## config.mk

```make
export PLATFORM = sky130hd
export DESIGN_NAME = elevator_mode_supervisor
export DESIGN_NICKNAME = d
export VERILOG_FILES = /design/src/include/elevator_pkg.sv /design/src/logic/elevator_mode_supervisor.sv /design/src/logic/timeout_timer.sv
export VERILOG_INCLUDE_DIRS = /design/src /design/src/include
export SDC_FILE = /design/constraint.sdc
export NUM_CORES = 1
export LEC_CHECK = 0
export ABC_CLOCK_PERIOD_IN_PS = 3400
export BUFFER_PORTS_ARGS = -buffer_cell sky130_fd_sc_hd__buf_2
export CORE_ASPECT_RATIO = 0.7
export CORE_UTILIZATION = 30
export CTS_CLUSTER_DIAMETER = 200
export DETAILED_ROUTE_END_ITERATION = 10
export SLEW_MARGIN = 20
export SYNTH_ARGS = -nofsm -noshare
export SYNTH_HDL_FRONTEND = slang
export SYNTH_SLANG_ARGS = --single-unit
```

## constraint.sdc

```tcl
create_clock -name clk_sys -period 3.4 [get_ports clk_sys]
set_input_delay 0.85 -clock clk_sys [delete_from_list [all_inputs] [get_ports clk_sys]]
set_output_delay 0.85 -clock clk_sys [all_outputs]
set_load 0.01 [all_outputs]
```

## src/include/elevator_regs.svh

```systemverilog
// Widths, reset values and timing counts of the elevator mode supervisor.
`ifndef ELEVATOR_REGS_SVH
`define ELEVATOR_REGS_SVH

`define FLOOR_W        5
`define FLOORS         32
`define COST_W         6
`define CAR_IDX_W      3
`define MAX_CARS       8
`define STATE_W        10

`define CLK_PERIOD_NS  10
`define TICK_NS        1000000
`define TICK_CYCLES    (`TICK_NS / `CLK_PERIOD_NS)
`define TICK_W         17
`define TICKS_PER_S    1000
`define IDLE_MIN       15
`define IDLE_TICKS     (`IDLE_MIN * 60 * `TICKS_PER_S)
`define PARK_S         10
`define PARK_TICKS     (`PARK_S * `TICKS_PER_S)
`define TMR_W          20

`define FIRE_MODE_HALT 1'b1
`define LIGHT_RST      1'b1
`define DISPLAY_RST    1'b1

`endif

```

## src/include/elevator_pkg.sv

```systemverilog
// Types shared by the elevator mode supervisor and its timers.
`include "elevator_regs.svh"

package elevator_pkg;

  typedef enum logic [`STATE_W-1:0] {
    NORMAL      = 10'h001,
    RESCUE      = 10'h002,
    PARK_RUN    = 10'h004,
    PARKED      = 10'h008,
    FIRE_STOP   = 10'h010,
    FIRE_RET    = 10'h020,
    FIRE_HOLD   = 10'h040,
    FIRE_CLOSE  = 10'h080,
    FIRE_RUN    = 10'h100,
    FIRE_ARRIVE = 10'h200
  } mode_t;

  // Everything arriving from the car, landings and the peer controller.
  typedef struct packed {
    logic                fire_sw;
    logic                fire_mode;
    logic                park_key;
    logic                inspection;
    logic                moving;
    logic                dir_up;
    logic                at_level;
    logic                door_closed;
    logic                door_open_full;
    logic                open_btn;
    logic                close_btn;
    logic                fault_stop;
    logic                safety_ok;
    logic                inv_ok;
    logic                car_btn;
    logic                landing_btn;
    logic                peer_idle;
    logic [`FLOOR_W-1:0] car_floor;
    logic [`FLOOR_W-1:0] car_btn_floor;
    logic [`FLOOR_W-1:0] landing_btn_floor;
    logic [`COST_W-1:0]  peer_cost;
  } pins_t;

  typedef struct packed {
    logic [`TMR_W-1:0] cnt;
    logic              expired;
  } timer_t;

  function automatic logic in_fire(input mode_t m);
    in_fire = (m == FIRE_STOP) || (m == FIRE_RET) || (m == FIRE_HOLD) ||
              (m == FIRE_CLOSE) || (m == FIRE_RUN) || (m == FIRE_ARRIVE);
  endfunction : in_fire

endpackage : elevator_pkg

```

## src/logic/elevator_mode_supervisor.sv

```systemverilog
// Supervisory modes of the elevator controller: light, fire, rescue, parking.
// Operation
// - Car light goes off after 15 idle minutes, back on at any call.
// - Fire switch enters fire mode, cancels all calls, returns to fire floor.
// - Back at fire floor door held open; fire linkage only after return.
// - Travelling away: stop at nearest floor, door shut, then go.
// - Fire mode 1 halts all movement once at the fire floor.
// - Fire mode 0 ignores landing calls and holds door open at fire floor.
// - Close button released early reopens the door, no run.
// - At destination door opens only while open button held to full.
// - Fire mode 0 accepts one destination per run.
// - Fault outside landing zone: crawl toward middle to level, open door.
// - Rescue crawl only with safety circuit and inverter healthy.
// - Key lock enters parking: no landing calls, serve car calls, go park.
// - At park floor show parking indication, ignore all calls.
// - Ten seconds after parking close door, light and displays off.
// - Parked: car button or door button turns the light on.
// - Parking under inspection skips car call runs and auto return, keeps the rest.
// - Stays working while parked, normal as soon as key opens.
// - Duplex: each landing call costed by both, answered by one.
// - Duplex both idle: lead car goes to waiting floor, other stays.
// - Group control of up to 8 cars.
`timescale 1ns/1ps
`include "elevator_regs.svh"

module elevator_mode_supervisor #(
  parameter int TICK_CYCLES = `TICK_CYCLES,
  parameter int IDLE_TICKS  = `IDLE_TICKS,
  parameter int PARK_TICKS  = `PARK_TICKS
) (
  input  wire logic                  clk_sys,
  input  wire logic                  rst,
  input  wire logic                  ce,
  input  wire logic                  fire_sw,
  input  wire logic                  fire_mode,
  input  wire logic                  park_key,
  input  wire logic                  inspection,
  input  wire logic                  moving,
  input  wire logic                  dir_up,
  input  wire logic                  at_level,
  input  wire logic                  door_closed,
  input  wire logic                  door_open_full,
  input  wire logic                  open_btn,
  input  wire logic                  close_btn,
  input  wire logic                  fault_stop,
  input  wire logic                  safety_ok,
  input  wire logic                  inv_ok,
  input  wire logic                  car_btn,
  input  wire logic [`FLOOR_W-1:0]   car_btn_floor,
  input  wire logic                  landing_btn,
  input  wire logic [`FLOOR_W-1:0]   landing_btn_floor,
  input  wire logic [`FLOOR_W-1:0]   car_floor,
  input  wire logic                  peer_idle,
  input  wire logic [`COST_W-1:0]    peer_cost,
  input  wire logic [`FLOOR_W-1:0]   fire_floor,
  input  wire logic [`FLOOR_W-1:0]   park_floor,
  input  wire logic [`FLOOR_W-1:0]   wait_floor,
  input  wire logic [`FLOOR_W-1:0]   middle_floor,
  input  wire logic                  duplex_en,
  input  wire logic                  duplex_lead,
  input  wire logic                  group_en,
  input  wire logic [`CAR_IDX_W-1:0] car_index,
  input  wire logic [`MAX_CARS-1:0]  group_assign,
  output logic [`FLOOR_W-1:0]        target_floor,
  output logic                       run_req,
  output logic                       stop_next,
  output logic                       crawl_en,
  output logic                       crawl_up,
  output logic                       door_open_cmd,
  output logic                       door_close_cmd,
  output logic                       fire_link,
  output logic                       parking_ind,
  output logic                       display_on,
  output logic                       car_light,
  output logic                       cancel_calls,
  output logic                       landing_accept,
  output logic [`FLOORS-1:0]         car_calls,
  output logic [`FLOORS-1:0]         landing_calls,
  output logic [`COST_W-1:0]         my_cost,
  output logic                       car_idle,
  output logic                       normal_mode
);

  typedef struct packed {
    elevator_pkg::pins_t  s1;
    elevator_pkg::pins_t  s2;
    elevator_pkg::pins_t  p;
    elevator_pkg::mode_t  mode;
    logic [`TICK_W-1:0]   tick_cnt;
    logic [`FLOORS-1:0]   car_calls;
    logic [`FLOORS-1:0]   landing_calls;
    logic                 dest_valid;
    logic [`FLOOR_W-1:0]  dest;
    logic [`FLOOR_W-1:0]  target;
    logic                 run_req;
    logic                 stop_next;
    logic                 crawl_en;
    logic                 crawl_up;
    logic                 door_open;
    logic                 door_close;
    logic                 fire_link;
    logic                 parking_ind;
    logic                 display_on;
    logic                 car_light;
    logic                 cancel_calls;
    logic                 landing_accept;
    logic [`COST_W-1:0]   my_cost;
    logic                 car_idle;
  } state_t;

  state_t q, d;
  elevator_pkg::pins_t pins;
  elevator_pkg::pins_t s;
  elevator_pkg::pins_t p;

  logic tick, idle_exp, park_exp, idle_restart, park_restart;
  logic car_press, land_press, door_press, stopped, away, rescue_go;
  logic land_ok, any_car;
  logic [`FLOOR_W-1:0] first_car;

  assign pins = '{fire_sw, fire_mode, park_key, inspection, moving, dir_up,
                  at_level, door_closed, door_open_full, open_btn, close_btn,
                  fault_stop, safety_ok, inv_ok, car_btn, landing_btn,
                  peer_idle, car_floor, car_btn_floor, landing_btn_floor,
                  peer_cost};

  function automatic logic [`FLOOR_W-1:0] lowest(input logic [`FLOORS-1:0] v);
    lowest = '0;
    for (int i = `FLOORS - 1; i >= 0; i--) begin
      if (v[i]) begin
        lowest = `FLOOR_W'(i);
      end
    end
  endfunction : lowest

  ////////////////////////////////////////////////////////////////////////////
  // Time base and timeouts.

  assign tick = (q.tick_cnt == `TICK_W'(TICK_CYCLES - 1));

  timeout_timer #(.LIMIT(IDLE_TICKS)) u_idle_timer (
    .clk_sys (clk_sys),
    .rst     (rst),
    .ce      (ce),
    .tick    (tick),
    .restart (idle_restart),
    .expired (idle_exp)
  );

  timeout_timer #(.LIMIT(PARK_TICKS)) u_park_timer (
    .clk_sys (clk_sys),
    .rst     (rst),
    .ce      (ce),
    .tick    (tick),
    .restart (park_restart),
    .expired (park_exp)
  );

  ////////////////////////////////////////////////////////////////////////////
  // Mode logic. Pins are read only after the second synchroniser stage.

  assign s          = q.s2;
  assign p          = q.p;
  assign car_press  = s.car_btn & ~p.car_btn;
  assign land_press = s.landing_btn & ~p.landing_btn;
  assign door_press = (s.open_btn & ~p.open_btn) | (s.close_btn & ~p.close_btn);
  assign stopped    = s.at_level & ~s.moving;
  assign away       = s.moving & (s.dir_up ? (fire_floor < s.car_floor)
                                           : (fire_floor > s.car_floor));
  assign rescue_go  = s.fault_stop & ~s.at_level;
  assign any_car    = |q.car_calls;
  assign first_car  = lowest(q.car_calls);
  // Group assignment wins over duplex costing; a cost tie goes to the lead.
  assign land_ok    = group_en ? group_assign[car_index] :
                      duplex_en ? ((q.my_cost < s.peer_cost) ||
                                   ((q.my_cost == s.peer_cost) && duplex_lead))
                                : 1'b1;
  // Any call or movement keeps the light timer fresh.
  assign idle_restart = car_press | land_press | door_press | s.moving |
                        (q.mode != elevator_pkg::NORMAL);
  assign park_restart = ((q.mode == elevator_pkg::PARK_RUN) &&
                         (d.mode == elevator_pkg::PARKED)) ||
                        ((q.mode == elevator_pkg::PARKED) &&
                         (car_press || door_press));

  always_comb begin
    d                = q;
    d.s1             = pins;
    d.s2             = q.s1;
    d.p              = q.s2;
    d.tick_cnt       = tick ? '0 : q.tick_cnt + `TICK_W'(1);
    d.my_cost        = `COST_W'((s.car_floor > s.landing_btn_floor) ?
                                (s.car_floor - s.landing_btn_floor) :
                                (s.landing_btn_floor - s.car_floor)) +
                       `COST_W'(s.moving);
    d.car_idle       = ~any_car & ~(|q.landing_calls) & ~s.moving;
    d.run_req        = 1'b0;
    d.stop_next      = 1'b0;
    d.crawl_en       = 1'b0;
    d.crawl_up       = 1'b0;
    d.door_open      = 1'b0;
    d.door_close     = 1'b0;
    d.parking_ind    = 1'b0;
    d.display_on     = 1'b1;
    d.cancel_calls   = 1'b0;
    d.landing_accept = 1'b0;
    d.car_light      = ~idle_exp | car_press | land_press;
    if (s.fire_sw && !elevator_pkg::in_fire(q.mode)) begin
      d.cancel_calls  = 1'b1;
      d.car_calls     = '0;
      d.landing_calls = '0;
      d.dest_valid    = 1'b0;
      d.fire_link     = 1'b0;
      d.mode = away ? elevator_pkg::FIRE_STOP : elevator_pkg::FIRE_RET;
    end else if (!s.fire_sw && elevator_pkg::in_fire(q.mode)) begin
      d.mode       = elevator_pkg::NORMAL;
      d.fire_link  = 1'b0;
      d.dest_valid = 1'b0;
    end else begin
      unique case (q.mode)
        elevator_pkg::NORMAL: begin
          if (stopped) begin
            d.car_calls[s.car_floor]     = 1'b0;
            d.landing_calls[s.car_floor] = 1'b0;
          end
          // Registration after clearing: a press at the served floor stays.
          if (car_press) begin
            d.car_calls[s.car_btn_floor] = 1'b1;
          end
          if (land_press && land_ok) begin
            d.landing_calls[s.landing_btn_floor] = 1'b1;
            d.landing_accept = 1'b1;
          end
          // The request holds while the car travels, or the drive would stop.
          if (duplex_en && duplex_lead && s.peer_idle &&
              (q.car_idle || (q.run_req && !any_car && !(|q.landing_calls))) &&
              (s.car_floor != wait_floor)) begin
            d.run_req = 1'b1;
            d.target  = wait_floor;
          end
          if (rescue_go) begin
            d.mode = elevator_pkg::RESCUE;
          end else if (s.park_key) begin
            d.mode = elevator_pkg::PARK_RUN;
          end
        end
        elevator_pkg::RESCUE: begin
          if (s.at_level) begin
            d.door_open = 1'b1;
          end else begin
            d.crawl_en = s.safety_ok & s.inv_ok;
            d.crawl_up = s.car_floor < middle_floor;
          end
          if (!s.fault_stop) begin
            d.mode = elevator_pkg::NORMAL;
          end
        end
        elevator_pkg::PARK_RUN: begin
          if (stopped) begin
            d.car_calls[s.car_floor] = 1'b0;
          end
          if (car_press) begin
            d.car_calls[s.car_btn_floor] = 1'b1;
          end
          d.target  = any_car ? first_car : park_floor;
          d.run_req = ~s.inspection &
                      (any_car | (s.car_floor != park_floor));
          if (!s.park_key) begin
            d.mode = elevator_pkg::NORMAL;
          end else if (!any_car && stopped && (s.car_floor == park_floor)) begin
            d.mode = elevator_pkg::PARKED;
          end
        end
        elevator_pkg::PARKED: begin
          d.parking_ind = 1'b1;
          d.display_on  = ~park_exp;
          d.car_light   = ~park_exp | car_press | door_press;
          d.door_open   = ~park_exp;
          d.door_close  = park_exp;
          if (!s.park_key) begin
            d.mode = elevator_pkg::NORMAL;
          end
        end
        elevator_pkg::FIRE_STOP: begin
          d.stop_next  = 1'b1;
          d.door_close = 1'b1;
          if (stopped) begin
            d.mode = elevator_pkg::FIRE_RET;
          end
        end
        elevator_pkg::FIRE_RET: begin
          d.target     = fire_floor;
          d.run_req    = 1'b1;
          d.door_close = 1'b1;
          if (stopped && (s.car_floor == fire_floor)) begin
            d.mode      = elevator_pkg::FIRE_HOLD;
            d.fire_link = 1'b1;
          end
        end
        elevator_pkg::FIRE_HOLD: begin
          d.door_open = 1'b1;
          if (s.fire_mode != `FIRE_MODE_HALT) begin
            if (car_press && !q.dest_valid) begin
              d.dest_valid = 1'b1;
              d.dest       = s.car_btn_floor;
            end
            if (q.dest_valid && s.close_btn) begin
              d.mode = elevator_pkg::FIRE_CLOSE;
            end
          end
        end
        elevator_pkg::FIRE_CLOSE: begin
          d.door_close = 1'b1;
          if (s.door_closed) begin
            d.mode = elevator_pkg::FIRE_RUN;
          end else if (!s.close_btn) begin
            d.mode = elevator_pkg::FIRE_HOLD;
          end
        end
        elevator_pkg::FIRE_RUN: begin
          d.target     = q.dest;
          d.run_req    = 1'b1;
          d.door_close = 1'b1;
          if (stopped && (s.car_floor == q.dest)) begin
            d.mode       = elevator_pkg::FIRE_ARRIVE;
            d.dest_valid = 1'b0;
          end
        end
        elevator_pkg::FIRE_ARRIVE: begin
          d.door_open  = s.open_btn;
          d.door_close = ~s.open_btn;
          if (car_press && !q.dest_valid) begin
            d.dest_valid = 1'b1;
            d.dest       = s.car_btn_floor;
          end
          if (s.open_btn && s.door_open_full) begin
            d.mode = elevator_pkg::FIRE_HOLD;
          end else if (q.dest_valid && s.close_btn && s.door_closed) begin
            d.mode = elevator_pkg::FIRE_CLOSE;
          end
        end
      endcase
    end
  end

  always_ff @(posedge clk_sys) begin
    if (rst) begin
      q            <= '0;
      q.mode       <= elevator_pkg::NORMAL;
      q.car_light  <= `LIGHT_RST;
      q.display_on <= `DISPLAY_RST;
    end else if (ce) begin
      q <= d;
    end
  end

  assign target_floor   = q.target;
  assign run_req        = q.run_req;
  assign stop_next      = q.stop_next;
  assign crawl_en       = q.crawl_en;
  assign crawl_up       = q.crawl_up;
  assign door_open_cmd  = q.door_open;
  assign door_close_cmd = q.door_close;
  assign fire_link      = q.fire_link;
  assign parking_ind    = q.parking_ind;
  assign display_on     = q.display_on;
  assign car_light      = q.car_light;
  assign cancel_calls   = q.cancel_calls;
  assign landing_accept = q.landing_accept;
  assign car_calls      = q.car_calls;
  assign landing_calls  = q.landing_calls;
  assign my_cost        = q.my_cost;
  assign car_idle       = q.car_idle;
  assign normal_mode    = (q.mode == elevator_pkg::NORMAL);
endmodule : elevator_mode_supervisor

```

## src/logic/timeout_timer.sv

```systemverilog
// Restartable timeout counted in ticks of the shared time base.
`timescale 1ns/1ps
`include "elevator_regs.svh"

module timeout_timer #(
  parameter int LIMIT = 1000
) (
  input  wire logic clk_sys,
  input  wire logic rst,
  input  wire logic ce,
  input  wire logic tick,
  input  wire logic restart,
  output logic      expired
);

  elevator_pkg::timer_t q, d;

  always_comb begin
    d = q;
    if (restart) begin
      d.cnt     = '0;
      d.expired = 1'b0;
    end else if (tick && !q.expired) begin
      if (q.cnt == `TMR_W'(LIMIT - 1)) begin
        d.expired = 1'b1;
      end else begin
        d.cnt = q.cnt + `TMR_W'(1);
      end
    end
  end

  always_ff @(posedge clk_sys) begin
    if (rst) begin
      q <= '0;
    end else if (ce) begin
      q <= d;
    end
  end

  assign expired = q.expired;

endmodule : timeout_timer

```

==> results.md <==
- # hold bufs at CTS: 0
- Clock Path Buffers: 3
- Die height: 177 um
- Layout cells sized above 1: 17.7%
- Setup TNS: 0 ns
- Final HPWL DP: 32.2 mm
- Layout Area Growth over Synthesis: 14.8%
- Pre-CTS setup slack: 0.137 ns
- Commonest cells in the netlist: dfxtp_1, nor2_1, nand3_1
- Placed Area: 14100 um^2
- Sequential share of the synthesized area: 36.9%
- Primary FF master, synth: dfxtp_1
- Syn_nets: 1709
- RePlAce Congestion: 0.951
- Iter 0 DRT Violations: 1088
- Worst reg-to-reg setup slack: 0.19 ns
- RSZ-0062 raised after global routing: true
- CTS tree: done
- Worst min-delay path class: reg2reg
- Overall global routing resource usage: 18.6%
- Num rows: 63
- Yosys reg bits: 243
- Chip width: 252 um
- Async S/R FF share, synth: 0%
- Initial Util: 30.8%
- Clock root cell: clkbuf_16
- Top-count cell post-synth: dfxtp_1
- Status: finished clean
- Finish-stage setup viols: 0
- # IOs: 164
- Clock skew: 0.0290 ns
- Post-route cell area: 15100 um^2
- WL per Instance: 18.7 um
- Post-synth top area cell: dfxtp_1
- Crit. End Element: register
- Slew Viols, Final: 0
- Final Non-Filler Cells: 2285
- Antenna-violating nets left: 0
- Critical path required time: 3.87 ns
- Final wirelength: 42.8 mm
- Nets: 1783
- H-tree depth: 1
- Total power: 6.89 mW
- Vias in the first global route: 11300
- Crit path time final: 3.21 ns
- Least-Margin Pin Slew: 0.856 ns
- Drt drc: 0
- CTS sink count: 243
- Vias per cell: 5.27
- Worst-Skew Late Latency: 0.56 ns
- Vias: 12000
- P per Cell Area: 455 nW/um^2
- Largest net degree at the start of global routing: 71
- EDFF count, synth: 0
- Synthesis warning total: 0
- First-pass GRT wire length: 65.4 mm
- Share of the synthesized area in the top cell type: 36.9%
- Antenna violations before repair: 8
- Fmax: 312 MHz
- Setup ws final: 0.195 ns
- Hold_ws: 0.476 ns
- CTS buffer count: 28
- Max transition margin: 42.9%
- VDD IR max: 0.303 mV
- Cell variety after synth: 88
- Data arrival time of the critical path: 3.67 ns
- Synth area leaders: dfxtp_1, mux2i_1, nor2_1
- Die area: 44800 um^2
- Synth Instances: 1600
- Max_cap viols: 0
- PortBufs: 163
- Core area: 42800 um^2
- Worst-path fanout max: 5
- Placed insts: 2228
- Grt ovf: 0
- Post-Syn Area: 13200 um^2
- Clk slew on worst S/H paths: 0.07 ns
- Crit path launch type: register
- First-pass DRT Iterations: 5
- Post-Syn Area per Cell: 8.23 um^2
- Fin crit share: 94.3%
- Crit path kind: reg2reg
- Leak: 5.92 nW
- Finished Core Util: 35.3%
- Final Hold Fails: 0
power by group:
part / switching, mW / total (mW) / internal, mW
Combinational: 0.433 / 0.699 / 0.266
Sequential: 0.0614 / 2.97 / 2.91
Clock: 1.26 / 3.22 / 1.96
placed cells by master, fill, tap and decap left out, drive strengths merged, types with 30 or more instances in the layout:
| cell | n |
|---|---|
| ha | 32 |
| inv | 53 |
| nand2 | 88 |
| o21ai | 175 |
| clkbuf | 36 |
| a21oi | 58 |
| nand3 | 120 |
| nor4 | 39 |
| nor3 | 32 |
| nand4 | 30 |
| nor2 | 218 |
| mux2i | 90 |
| dfxtp | 243 |
| buf | 199 |
logic make-up after synthesis:
family,count (synthesis),share of synthesized area (%)
AND/OR/NAND/NOR,629,24.7
AO/OA/AOI/OAI,344,16.1
flip-flops,243,36.9
buffers and inverters,208,8.40
multiplexers,94,7.38
XOR/XNOR,48,3.19
adder cells (fa/ha/maj),34,3.34
routing by layer:
metal	GRT usage (%)	vias to the layer above	share of wire, %
li1	-	5834	-
met3	4.19	77	7.3
met5	0	-	0.061
met4	5.96	4	2.9
met2	27.1	435	42
met1	26.8	5689	48
what timing repair did:
item | 4_1_cts | 5_1_grt
gates resized for setup | 0 | 14
setup endpoints to repair | 0 | 36
hold endpoints to repair | 0 | 0
setup buffers | 0 | 1
critical path, stage by stage, from the launching register on:
cell      delay, ns
dfxtp_1        0.45
ha_1           0.23
inv_1          0.06
fa_1           0.47
a211oi_4       0.32
o21a_4         0.19
nor2_2         0.06
mux2_4         0.33
o31a_1         0.29
or4_1          0.52
a211oi_1       0.19
worst paths after layout:
kind	end	from	cells past startpoint
max	my_cost[5]	d[127]	10
min	u_park_timer.q[20]	u_park_timer.q[20]	2
max reg2reg	my_cost[5]	d[127]	10
min reg2reg	u_park_timer.q[20]	u_park_timer.q[20]	2
layout make-up:
cell class | count | area (um^2)
inverter | 53 | 199
fill | 4409 | 27700
clock buffer | 36 | 802
tap | 585 | 732
clock inverter | 15 | 185
multi-input combinational | 1149 | 7210
antenna | 5 | 12.5
sequential | 243 | 4870
timing repair buffer | 199 | 1110
registers in the layout, indices dropped and copies added (netlist names), 4 cells and up:
| name | flops |
|---|---|
| d | 76 |
| q | 33 |
| car_calls | 32 |
| landing_calls | 32 |
| u_idle_timer.q | 20 |
| u_park_timer.q | 20 |
| my_cost | 6 |
| target_floor | 5 |
| p | 4 |
Power figures use the tool's default switching activity.
